[src/core/pfs_pkg.sv]
// constants, register map and frequency table for the frequency select block
package pfs_pkg;
  // byte offsets of the register file
  localparam logic [7:0] PFS_N_OFS     = 8'h0D;
  localparam logic [7:0] PFS_M_OFS     = 8'h0E;
  localparam logic [7:0] PFS_RSV0_OFS  = 8'h0F;
  localparam logic [7:0] PFS_RSV1_OFS  = 8'h10;
  localparam logic [7:0] PFS_RSV2_OFS  = 8'h11;
  // field positions in the M byte
  localparam int         PFS_EN_BIT    = 7;
  localparam int         PFS_M_MSB     = 6;
  // reset values
  localparam logic [7:0] PFS_N_RST     = 8'h00;
  localparam logic [7:0] PFS_M_RST     = 8'h00;
  localparam logic [7:0] PFS_RSV0_RST  = 8'h03;
  localparam logic [7:0] PFS_RSV1_RST  = 8'h00;
  localparam logic [7:0] PFS_RSV2_RST  = 8'h00;
  localparam logic [7:0] PFS_UNMAP_VAL = 8'h00;
  localparam logic [4:0] PFS_CODE_RST  = 5'h00;
  // supported programmed cpu band, in mhz
  localparam int         PFS_CPU_MIN_MHZ = 50;
  localparam int         PFS_CPU_MAX_MHZ = 248;

  // pll gear constant selector
  typedef enum logic [1:0] {
    PFS_G32 = 2'b00,
    PFS_G48 = 2'b01,
    PFS_G64 = 2'b10,
    PFS_G96 = 2'b11
  } pfs_gear_e;

  // gear constants in units of 1e-5
  localparam int GEAR_VAL [4] = '{3200494, 4800741, 6400988, 9601482};

  // output frequencies per code, in units of 0.1 mhz
  localparam int CPU_TBL [32] = '{
    666, 1200, 668, 683, 700, 750, 800, 830,
    1000, 1240, 1002, 1030, 1050, 1100, 1150, 2000,
    1333, 1666, 1336, 1370, 1400, 1450, 1500, 1600,
    1333, 1666, 1336, 1370, 666, 1000, 1333, 1333};
  localparam int MEM_TBL [32] = '{
    1000, 1200, 1002, 1025, 1050, 1125, 1200, 1245,
    1000, 1240, 1002, 1030, 1050, 1100, 1150, 2000,
    1333, 1666, 1336, 1370, 1400, 1450, 1500, 1600,
    1000, 1250, 1002, 1028, 1000, 1000, 1333, 1000};
  localparam int G66_TBL [32] = '{
    666, 800, 668, 683, 700, 750, 800, 830,
    666, 826, 668, 689, 700, 733, 766, 666,
    666, 833, 668, 685, 700, 725, 750, 800,
    666, 833, 668, 685, 666, 666, 666, 666};
  localparam int PCI_TBL [32] = '{
    333, 400, 334, 342, 350, 375, 400, 415,
    333, 413, 334, 343, 350, 367, 383, 333,
    333, 416, 334, 343, 350, 362, 375, 400,
    333, 417, 334, 343, 333, 333, 333, 333};
  localparam int IRQ_TBL [32] = '{
    166, 200, 167, 171, 175, 188, 200, 208,
    166, 206, 167, 172, 175, 183, 191, 166,
    166, 208, 167, 171, 175, 181, 187, 200,
    166, 208, 167, 171, 166, 166, 166, 166};
  localparam pfs_gear_e GEAR_TBL [32] = '{
    PFS_G32, PFS_G48, PFS_G32, PFS_G32, PFS_G32, PFS_G32, PFS_G32, PFS_G32,
    PFS_G48, PFS_G48, PFS_G48, PFS_G48, PFS_G48, PFS_G48, PFS_G48, PFS_G96,
    PFS_G64, PFS_G64, PFS_G64, PFS_G64, PFS_G64, PFS_G64, PFS_G64, PFS_G64,
    PFS_G64, PFS_G64, PFS_G64, PFS_G64, PFS_G32, PFS_G48, PFS_G64, PFS_G64};
endpackage : pfs_pkg

[src/core/pfs_freq_select.sv]
// register controlled cpu frequency selection and ratio decode
//
// Overview of operation
// - enable bit is M byte bit 7, reset 0
// - enabled: N and M drive the divider outputs, cpu_freq_o still from the table
// - writing M field starts loading new frequency
// - override picks strap code or software code
// - disabled: override chooses operating frequency source
`timescale 1ns/1ps
module pfs_freq_select
  import pfs_pkg::*;
(
  input  wire logic        clk_i,
  input  wire logic        nrst_i,
  input  wire logic        reg_wr_i,
  input  wire logic [7:0]  reg_addr_i,
  input  wire logic [7:0]  reg_wdata_i,
  output logic      [7:0]  reg_rdata_o,
  input  wire logic [4:0]  strap_code_i,
  input  wire logic        ratio_source_override_i,
  input  wire logic [4:0]  sw_select_code_i,
  output logic      [4:0]  latched_strap_code_o,
  output logic      [4:0]  active_code_o,
  output logic             prog_freq_en_o,
  output logic      [7:0]  cpu_n_divider_o,
  output logic      [6:0]  cpu_m_divider_o,
  output logic             cpu_freq_load_o,
  output logic      [11:0] cpu_freq_o,
  output logic      [11:0] mem_freq_o,
  output logic      [11:0] sixty_six_mhz_group_freq_o,
  output logic      [11:0] pci_freq_o,
  output logic      [11:0] interrupt_controller_clock_freq_o,
  output pfs_gear_e        gear_sel_o,
  output logic      [23:0] gear_const_o
);

  logic [7:0] n_r;
  logic [7:0] m_r;
  logic [7:0] rsv0_r;
  logic [7:0] rsv1_r;
  logic [7:0] rsv2_r;
  logic       load_r;
  logic [4:0] strap_meta_r;
  logic [4:0] strap_sync_r;
  logic [4:0] strap_r;
  logic       latched_r;
  logic [4:0] code_nxt;
  logic [7:0] rdata_nxt;

  // strap synchroniser, free running so it holds the pins at release
  // only the second stage is read, the first may be metastable
  always_ff @(posedge clk_i) begin
    strap_meta_r <= strap_code_i;
    strap_sync_r <= strap_meta_r;
  end

  // catch the strap code once, at the first edge after reset release
  always_ff @(posedge clk_i) begin
    if (!nrst_i) begin
      latched_r <= 1'b0;
      strap_r   <= PFS_CODE_RST;
    end else if (!latched_r) begin
      latched_r <= 1'b1;
      strap_r   <= strap_sync_r;
    end
  end

  // divider and enable bytes
  always_ff @(posedge clk_i) begin
    if (!nrst_i) begin
      n_r <= PFS_N_RST;
      m_r <= PFS_M_RST;
    end else if (reg_wr_i) begin
      if (reg_addr_i == PFS_N_OFS) begin
        n_r <= reg_wdata_i;
      end
      if (reg_addr_i == PFS_M_OFS) begin
        m_r <= reg_wdata_i;
      end
    end
  end

  // reserved bytes keep what the host writes
  always_ff @(posedge clk_i) begin
    if (!nrst_i) begin
      rsv0_r <= PFS_RSV0_RST;
      rsv1_r <= PFS_RSV1_RST;
      rsv2_r <= PFS_RSV2_RST;
    end else if (reg_wr_i) begin
      if (reg_addr_i == PFS_RSV0_OFS) begin
        rsv0_r <= reg_wdata_i;
      end
      if (reg_addr_i == PFS_RSV1_OFS) begin
        rsv1_r <= reg_wdata_i;
      end
      if (reg_addr_i == PFS_RSV2_OFS) begin
        rsv2_r <= reg_wdata_i;
      end
    end
  end

  // one-cycle load pulse after every write of the M byte
  // an N byte alone does not load; the host pairs it with M, N first
  always_ff @(posedge clk_i) begin
    if (!nrst_i) begin
      load_r <= 1'b0;
    end else begin
      load_r <= reg_wr_i && (reg_addr_i == PFS_M_OFS);
    end
  end

  // ratio source: strap code or software code
  always_comb begin
    code_nxt = ratio_source_override_i ? sw_select_code_i : strap_r;
  end

  // read mux, unmapped offsets read as zero
  // reads have no side effects, so the host may poll freely
  always_comb begin
    case (reg_addr_i)
      PFS_N_OFS:    rdata_nxt = n_r;
      PFS_M_OFS:    rdata_nxt = m_r;
      PFS_RSV0_OFS: rdata_nxt = rsv0_r;
      PFS_RSV1_OFS: rdata_nxt = rsv1_r;
      PFS_RSV2_OFS: rdata_nxt = rsv2_r;
      default:      rdata_nxt = PFS_UNMAP_VAL;
    endcase
  end

  // registered read data
  always_ff @(posedge clk_i) begin
    if (!nrst_i) begin
      reg_rdata_o <= PFS_UNMAP_VAL;
    end else begin
      reg_rdata_o <= rdata_nxt;
    end
  end

  // code in use, registered beside its table outputs
  always_ff @(posedge clk_i) begin
    if (!nrst_i) begin
      active_code_o <= PFS_CODE_RST;
    end else begin
      active_code_o <= code_nxt;
    end
  end

  // cpu frequency of the selected table entry
  always_ff @(posedge clk_i) begin
    if (!nrst_i) begin
      cpu_freq_o <= '0;
    end else begin
      cpu_freq_o <= 12'(CPU_TBL[code_nxt]);
    end
  end

  // memory frequency of the selected table entry
  always_ff @(posedge clk_i) begin
    if (!nrst_i) begin
      mem_freq_o <= '0;
    end else begin
      mem_freq_o <= 12'(MEM_TBL[code_nxt]);
    end
  end

  // 66 mhz group frequency of the selected table entry
  always_ff @(posedge clk_i) begin
    if (!nrst_i) begin
      sixty_six_mhz_group_freq_o <= '0;
    end else begin
      sixty_six_mhz_group_freq_o <= 12'(G66_TBL[code_nxt]);
    end
  end

  // pci frequency of the selected table entry
  always_ff @(posedge clk_i) begin
    if (!nrst_i) begin
      pci_freq_o <= '0;
    end else begin
      pci_freq_o <= 12'(PCI_TBL[code_nxt]);
    end
  end

  // interrupt controller clock of the selected table entry
  always_ff @(posedge clk_i) begin
    if (!nrst_i) begin
      interrupt_controller_clock_freq_o <= '0;
    end else begin
      interrupt_controller_clock_freq_o <= 12'(IRQ_TBL[code_nxt]);
    end
  end

  // gear selector, still taken from the code while N and M are in use
  always_ff @(posedge clk_i) begin
    if (!nrst_i) begin
      gear_sel_o <= PFS_G32;
    end else begin
      gear_sel_o <= GEAR_TBL[code_nxt];
    end
  end

  // gear constant value of the selected gear
  always_ff @(posedge clk_i) begin
    if (!nrst_i) begin
      gear_const_o <= '0;
    end else begin
      gear_const_o <= 24'(GEAR_VAL[GEAR_TBL[code_nxt]]);
    end
  end

  // divider and mode outputs straight from their registers
  assign prog_freq_en_o       = m_r[PFS_EN_BIT];
  assign cpu_n_divider_o      = n_r;
  assign cpu_m_divider_o      = m_r[PFS_M_MSB:0];
  assign cpu_freq_load_o      = load_r;
  assign latched_strap_code_o = strap_r;

endmodule : pfs_freq_select

[config.mk]
export PLATFORM = sky130hd
export DESIGN_NAME = pfs_freq_select
export DESIGN_NICKNAME = d
export VERILOG_FILES = /design/src/core/pfs_pkg.sv /design/src/core/pfs_freq_select.sv
export SDC_FILE = /design/constraint.sdc
export NUM_CORES = 1
export LEC_CHECK = 0
export ABC_AREA = 0
export BUFFER_PORTS_ARGS = -buffer_cell sky130_fd_sc_hd__buf_4
export CELL_PAD_IN_SITES_DETAIL_PLACEMENT = 0
export CELL_PAD_IN_SITES_GLOBAL_PLACEMENT = 1
export CORE_MARGIN = 2
export CORE_UTILIZATION = 37
export CTS_CLUSTER_SIZE = 40
export DETAILED_ROUTE_END_ITERATION = 16
export GPL_TIMING_DRIVEN = 1
export MAX_ROUTING_LAYER = met4
export PLACE_DENSITY_LB_ADDON = 0.1
export SLEW_MARGIN = 10
export SYNTH_ARGS = -nofsm -noshare
export SYNTH_HDL_FRONTEND = slang
export SYNTH_SLANG_ARGS = --single-unit
[constraint.sdc]
create_clock -name clk_i -period 4.8 [get_ports clk_i]
set_input_delay 0.48 -clock clk_i [delete_from_list [all_inputs] [get_ports clk_i]]
set_output_delay 0.48 -clock clk_i [all_outputs]
set_load 0.05 [all_outputs]
==> metrics.csv, run 1 <==
metric,value,unit
setup total negative slack,0,ns
post-CTS sizing,0,
category of the critical setup timing path,in2reg,
synthesized flop and latch total,123,
Max-cap violations,0,
crit-path leading delay family,buffers and inverters,
Highest Clock Rate,337,MHz
total power,0.00319,W
GPL Wtd Cong,0.839,
Critical Path Sink Type,register,
commonest cells in the netlist,"123 x sky130_fd_sc_hd__dfxtp_1, 80 x sky130_fd_sc_hd__nor2_1, 56 x sky130_fd_sc_hd__nand2_1",
leakage component of the power,3.42,nW
clock buffer count from CTS,17,
Synth area leaders,"sky130_fd_sc_hd__dfxtp_1 42%, sky130_fd_sc_hd__mux2i_1 9.1%, sky130_fd_sc_hd__nor2_1 5.1%, sky130_fd_sc_hd__ha_1 4.9%, sky130_fd_sc_hd__buf_4 4.2%",
mapped cell area,5930,sq um
clock tree from TritonCTS,yes,
setup repair after global routing missed its margin,no,
clk buf depth,2,
largest fanout on the critical path,17,
Core Rows,46,
routed vias,5211,
worst slew margin relative to its limit,36.8,%
largest incremental delay on the critical path,0.53,ns
Critical path buffers and inverters,4,
horizontal die dimension,131,microns
Post-synth EDFFs,0,
final worst path period share,61.8,%
synth unique cells,66,
CTS H-Tree Depth,4,
number of buffer cells added on primary ports,138,
run status,completed,
dpl hpwl,12.2,mm
power per cell area,426,nW/um^2
post-route DRC violation count,0,
total routed wirelength,18.2,mm
sequential element share of the synthesized area,41.5,%
area growth from synthesis to final layout,26.4,%
total setup buffers inserted after CTS,0,
CTS sink count,123,
effective utilization at floorplan,37.6,%
most common cell in the synthesized netlist,sky130_fd_sc_hd__dfxtp_1,
mean instance size in the synthesized netlist,8.98,sq um
fraction of layout instances using a drive strength above 1,25.9,%
Final Max Tran Viols,0,
number of diodes added for antenna fixing,0,
root buffer cell,sky130_fd_sc_hd__clkbuf_16,
commonest register cell after synthesis,sky130_fd_sc_hd__dfxtp_1,
Pre-Repair DR Iteration Count,5,
# nets final,802,
antenna violations before repair,0,
worst ir drop on vdd,235,uV
worst hold path type,in2reg,
number of nets with antenna violations after detailed routing,0,
post-layout utilization of the core,47.5,%
Async SR Flop Fraction,0,%
overall die area,17100,sq um
cell with the biggest individual delay on the critical path,sky130_fd_sc_hd__ha_1,
cts hold-fix bufs,0,
starting DRC count in detailed routing,462,
Final Hold Fails,0,
worst-path cell chain,buf_4 -> mux2i_1 -> buf_4 -> clkinv_1 -> ha_1 -> a21oi_1 -> inv_1 -> ha_1 -> and2_1,
arrival time reported for the critical path endpoint,3.28,ns
number of global-route vias before repair,4970,
global-route congestion overflow total,0,
post-route minimum period,2.97,ns
dominant cell type by area after synthesis,sky130_fd_sc_hd__dfxtp_1,
aggregate global-route resource usage,22.3,%
vias per inst,5.33,
core box area,15800,sq um
share of the synthesized area in the top cell type,41.5,%
Cells after Synth,660,
Setup Viol. Count Final,0,
Boundary Pins,151,
die extent in y,131,microns
Worst-path clk slew,0.06,ns
clock insertion delay at the later pin of the skew report,0.42,ns
count of synthesis-stage warnings from yosys,0,
routed len/inst,18.6,microns
pin count of the biggest net entering global routing,51,
post-route clock skew,0.00558,ns
Worst-Margin Slew,0.928,ns
first-pass GRT wire length,27.9,mm
required time at the endpoint of the critical path,5.11,ns
startpoint class of the critical path,input pin,
## final cells by class
type                       instances  area (sq um)
fill                            1556          8280
multi-input combinational        452          3000
sequential                       123          2460
timing repair buffer             144          1080
clock buffer                      17           425
tap                              216           270
clock inverter                    15           214
inverter                          11          41.3
## worst reg2reg max path, delay by kind of cell, from the launching register on
family / cells / cell delay [ns]
buf+inv: 3 / 0.86
compound gates: 1 / 0.48
simple gates: 1 / 0.14
mux: 1 / 0.14
flops: 1 / 0.35
fa+ha+maj: 2 / 0.87
## worst paths after layout
path	startpoint	endpoint	slack, ns	cells after the start
setup / recovery	ratio_source_override_i	gear_const_o[22]	1.83	9
hold / removal	strap_code_i[3]	strap_meta_r[3]	0.16	1
setup reg to reg	latched_strap_code_o[0]	gear_const_o[22]	1.86	8
hold reg to reg	strap_meta_r[1]	strap_sync_r[1]	0.33	0
## layout by cell type (no fill, tap or decap), types with 5 or more instances in the layout
cell / netlist / routed
sky130_fd_sc_hd__dfxtp_1: 123 / 123
sky130_fd_sc_hd__conb_1: 1 / 12
sky130_fd_sc_hd__and2_1: 7 / 7
sky130_fd_sc_hd__mux2_2: 5 / 5
sky130_fd_sc_hd__a31oi_1: 8 / 8
sky130_fd_sc_hd__nand2b_1: 6 / 6
sky130_fd_sc_hd__buf_4: 33 / 144
sky130_fd_sc_hd__a22oi_1: 8 / 8
sky130_fd_sc_hd__nand2_1: 56 / 56
sky130_fd_sc_hd__nor3_1: 6 / 6
sky130_fd_sc_hd__o211ai_1: 9 / 9
sky130_fd_sc_hd__inv_1: 6 / 6
sky130_fd_sc_hd__ha_1: 23 / 23
sky130_fd_sc_hd__mux2i_1: 54 / 53
sky130_fd_sc_hd__o21ai_0: 25 / 25
sky130_fd_sc_hd__clkbuf_16: 0 / 17
sky130_fd_sc_hd__and3_1: 6 / 6
sky130_fd_sc_hd__a21oi_1: 35 / 35
sky130_fd_sc_hd__nand3b_1: 5 / 5
sky130_fd_sc_hd__nor2_1: 80 / 80
sky130_fd_sc_hd__nand3_1: 18 / 18
sky130_fd_sc_hd__a311oi_1: 5 / 5
sky130_fd_sc_hd__o22a_1: 7 / 7
sky130_fd_sc_hd__a211oi_1: 9 / 9
## power by group
part           internal, W  switching, W  leakage [nW]  total, W
Sequential         0.00108     0.0000276          1.01   0.00111
Clock             0.000879      0.000502         0.304   0.00138
Combinational     0.000198      0.000503          2.10  0.000700
Total              0.00216       0.00103          3.42   0.00319
## routing by layer
metal / up-vias / global-route usage (%) / part of all wire (%)
li1: 2473 / - / -
met1: 2490 / 27.4 / 43
met2: 196 / 34.6 / 47
met3: 52 / 5.13 / 5.5
met4: 0 / 11.4 / 4.1
met5: - / - / 0
## metrics by stage
stage / cells / hold slack, ns / instance area (sq um) / worst slack (ns)
floorplan: 671 / 0.310 / 5970 / 2.18
global placement: 946 / 0.313 / 6850 / 1.58
detailed placement: 946 / 0.314 / 6850 / 1.47
CTS: 978 / 0.143 / 7490 / 1.90
global route: 978 / 0.138 / 7490 / 1.67
finish: 978 / 0.162 / 7490 / 1.83
## sequential cells by signal, summed over array words and instances (netlist names)
signal and flops:
active_code_o 5, cpu_freq_load_o 1, cpu_freq_o 11, cpu_n_divider_o 8, gear_const_o 11, gear_sel_o 2, interrupt_controller_clock_freq_o 5, latched_r 1
latched_strap_code_o 5, m_r 8, mem_freq_o 11, pci_freq_o 4, reg_rdata_o 8, rsv0_r 8, rsv1_r 8, rsv2_r 8
sixty_six_mhz_group_freq_o 9, strap_meta_r 5, strap_sync_r 5
## cells by family after synthesis
kind of cell	share of synthesized area, %
muxes	11.7
and+or+nand+nor	15.5
AOI/OAI and AO/OA	17.5
buffers and inverters	8.82
adders and majority gates	4.85
other	0.0633
DFF	41.5
(Power assumes the default switching activity.)
==> run 2: changes to the inputs <==
CORE_UTILIZATION = 36   (was 37)
clock period = 2.7 ns   (was 4.8 ns; I/O delays follow)
==> metrics.csv, run 2 (synthesized netlist as in run 1, its figures left out) <==
metric,value,unit,change
vias per inst,5.35,,+0.41%
pre-CTS WS,0.364,ns,-1.11 ns
clock buffer count from CTS,17,,unchanged
internal power consumption,0.00361,W,+67%
CTS sink count,123,,unchanged
arrival time reported for the critical path endpoint,2.63,ns,-0.65 ns
combinational fraction of design power,24.1,%,+2.1 points
most frequent standard cell in the layout excluding fill and tap cells,sky130_fd_sc_hd__buf_4,,
aggregate global-route resource usage,22.0,%,-0.31 points
core box area,16000,sq um,+1.5%
met1 routing resource usage after global routing,27.2,%,-0.19 points
root buffer cell,sky130_fd_sc_hd__clkbuf_16,,
Final Hold Fails,0,,unchanged
total setup buffers inserted after CTS,0,,unchanged
antenna violations before repair,0,,unchanged
met2 usage in global routing,35.8,%,+1.3 points
Worst-path clk slew,0.06,ns,about the same
Final Max Tran Viols,0,,unchanged
number of placed instances with taps included,973,,+2.9%
first-pass GRT wire length,29.3,mm,+5.2%
Worst-Margin Slew,0.792,ns,-0.137 ns
number of nets with antenna violations after detailed routing,0,,unchanged
worst hold path type,in2reg,,
clock network power share,39.4,%,-3.9 points
category of the critical setup timing path,reg2reg,,
starting DRC count in detailed routing,295,,-36%
Multi-input gate area,3000,sq um,unchanged
routed len/inst,18.6,microns,about the same
filler-free cell count of the finished design,1009,,+3.2%
dpl hpwl,13.2,mm,+7.6%
global-route congestion overflow total,0,,unchanged
sequential cell area,2460,sq um,unchanged
startpoint class of the critical path,register,,
met3 Usage GRT,4.50,%,-0.63 points
cell with the biggest individual delay on the critical path,sky130_fd_sc_hd__mux4_2,,
# nets final,834,,+4.0%
Setup Viol. Count Final,0,,unchanged
Net Sw Power,0.00179,W,+74%
run status,completed,,
Critical Path Sink Type,register,,
Pre-Repair DR Iteration Count,5,,unchanged
Boundary Pins,151,,unchanged
net switching share of the total power,33.2,%,+0.80 points
clock tree from TritonCTS,yes,,
number of fillers in the final layout,1579,,+1.5%
number of buffer cells added on primary ports,138,,unchanged
setup repair after global routing missed its margin,no,,
total power,0.00540,W,+69%
number of diodes added for antenna fixing,0,,unchanged
"commonest cells after routing, fill and taps aside","170 x sky130_fd_sc_hd__buf_4, 123 x sky130_fd_sc_hd__dfxtp_1, 80 x sky130_fd_sc_hd__nor2_1",,
worst ir drop on vdd,457,uV,+94%
die extent in y,132,microns,+1.3%
Core Rows,46,,unchanged
setup total negative slack,0,ns,unchanged
post-route clock skew,0.0138,ns,+0.00820 ns
worst-path cell chain,mux2_4 -> clkinv_1 -> ha_1 -> buf_4 -> mux4_2 -> o21ai_1,,
pin count of the biggest net entering global routing,47,,-7.8%
fraction of layout instances using a drive strength above 1,28.1,%,+2.3 points
post-route minimum period,2.28,ns,
clock insertion delay at the later pin of the skew report,0.43,ns,about the same
global route hottest layer,met2,,
Sequential Power Share,36.4,%,+1.7 points
required time at the endpoint of the critical path,3.05,ns,-2.06 ns
effective utilization at floorplan,37.1,%,-0.54 points
Highest Clock Rate,439,MHz,
largest fanout on the critical path,14,,-3
post-route DRC violation count,0,,unchanged
largest incremental delay on the critical path,0.47,ns,-0.06 ns
area growth from synthesis to final layout,29.4,%,
largest registers in the final layout,"cpu_freq_o: 11 flops, gear_const_o: 11 flops, mem_freq_o: 11 flops",,
hold slack,0.0955,ns,-0.0665 ns
GPL Wtd Cong,0.909,,+8.3%
clk buf depth,2,,unchanged
power per cell area,705,nW/um^2,+66%
final worst path period share,84.4,%,
routed vias,5398,,+3.6%
leakage component of the power,3.55,nW,+3.9%
overall die area,17500,sq um,+2.7%
worst slew margin relative to its limit,47.0,%,+10 points
total routed wirelength,18.7,mm,+3.1%
number of global-route vias before repair,5218,,+5.0%
horizontal die dimension,132,microns,+1.3%
setup slack of the critical path after layout,0.422,ns,-1.41 ns
Max-cap violations,0,,unchanged
CTS H-Tree Depth,4,,unchanged
run 2: cell types whose count changed in the layout (fill, tap and decap cells not counted):
| cell | previous run | this run |
|---|---|---|
| sky130_fd_sc_hd__buf_4 | 144 | 170 |
| sky130_fd_sc_hd__clkinv_2 | 1 | 7 |
| sky130_fd_sc_hd__dlygate4sd3_1 | 0 | 5 |
| sky130_fd_sc_hd__bufinv_16 | 4 | 1 |
| sky130_fd_sc_hd__clkbuf_8 | 0 | 2 |
| sky130_fd_sc_hd__clkinvlp_4 | 3 | 1 |
| sky130_fd_sc_hd__inv_8 | 2 | 0 |
| sky130_fd_sc_hd__buf_12 | 0 | 1 |
| sky130_fd_sc_hd__clkinv_4 | 3 | 2 |
| sky130_fd_sc_hd__inv_6 | 2 | 1 |
run 2: stage by stage:
| step | instance area (sq um) | util (%) |
|---|---|---|
| floorplan | 5970 | - |
| global placement | 7070 | 44.2 |
| detailed placement | 7070 | 44.2 |
| CTS | 7670 | 47.9 |
| global route | 7670 | 47.9 |
| finish | 7670 | 47.9 |
run 2: repair_timing:
action | 4_1_cts | 5_1_grt
hold buffers | 5 | 0
resized for setup | 0 | 0
endpoints found under the hold margin | 5 | 0
run 2: critical path: cells and delay by family (launching register included):
family | cells | cell delay, ns
AO/OA/AOI/OAI | 1 | 0.12
multiplexers | 2 | 0.77
flip-flops | 1 | 0.39
adder cells (fa/ha/maj) | 1 | 0.44
buffers and inverters | 2 | 0.47
run 2: area by class of cell:
type,count,area share (%)
Clock buffer,19,5.91
Inverter,11,0.538
Tap cell,216,3.52
Timing Repair Buffer,176,17.6
Clock inverter,12,1.29
Multi-Input combinational cell,452,39.1
Sequential cell,123,32.1
run 2: power by group through the flow:
stage                     logic, W  registers [W]  clock network (W)
after global placement     0.00129        0.00201                  0
after floorplan           0.000589        0.00232                  0
final                      0.00130        0.00197            0.00213
after CTS                  0.00130        0.00197            0.00218
after detailed placement   0.00129        0.00201                  0
after global routing       0.00137        0.00198            0.00226
run 2: per-layer routing:
layer / wire, microns / vias to the layer above
li1: - / 2540
met1: 8100 / 2600
met2: 9240 / 234
met3: 1120 / 24
met4: 277 / 0
met5: 0 / -
run 2: path summary, 6_finish.rpt:
kind | slack (ns) | cells after the start | startpoint | to
worst max-delay path | 0.42 | 6 | latched_strap_code_o[1] | cpu_freq_o[4]
worst min-delay path | 0.1 | 1 | nrst_i | latched_r
worst max register to register | 0.42 | 6 | latched_strap_code_o[1] | cpu_freq_o[4]
worst min register to register | 0.33 | 0 | strap_meta_r[1] | strap_sync_r[1]
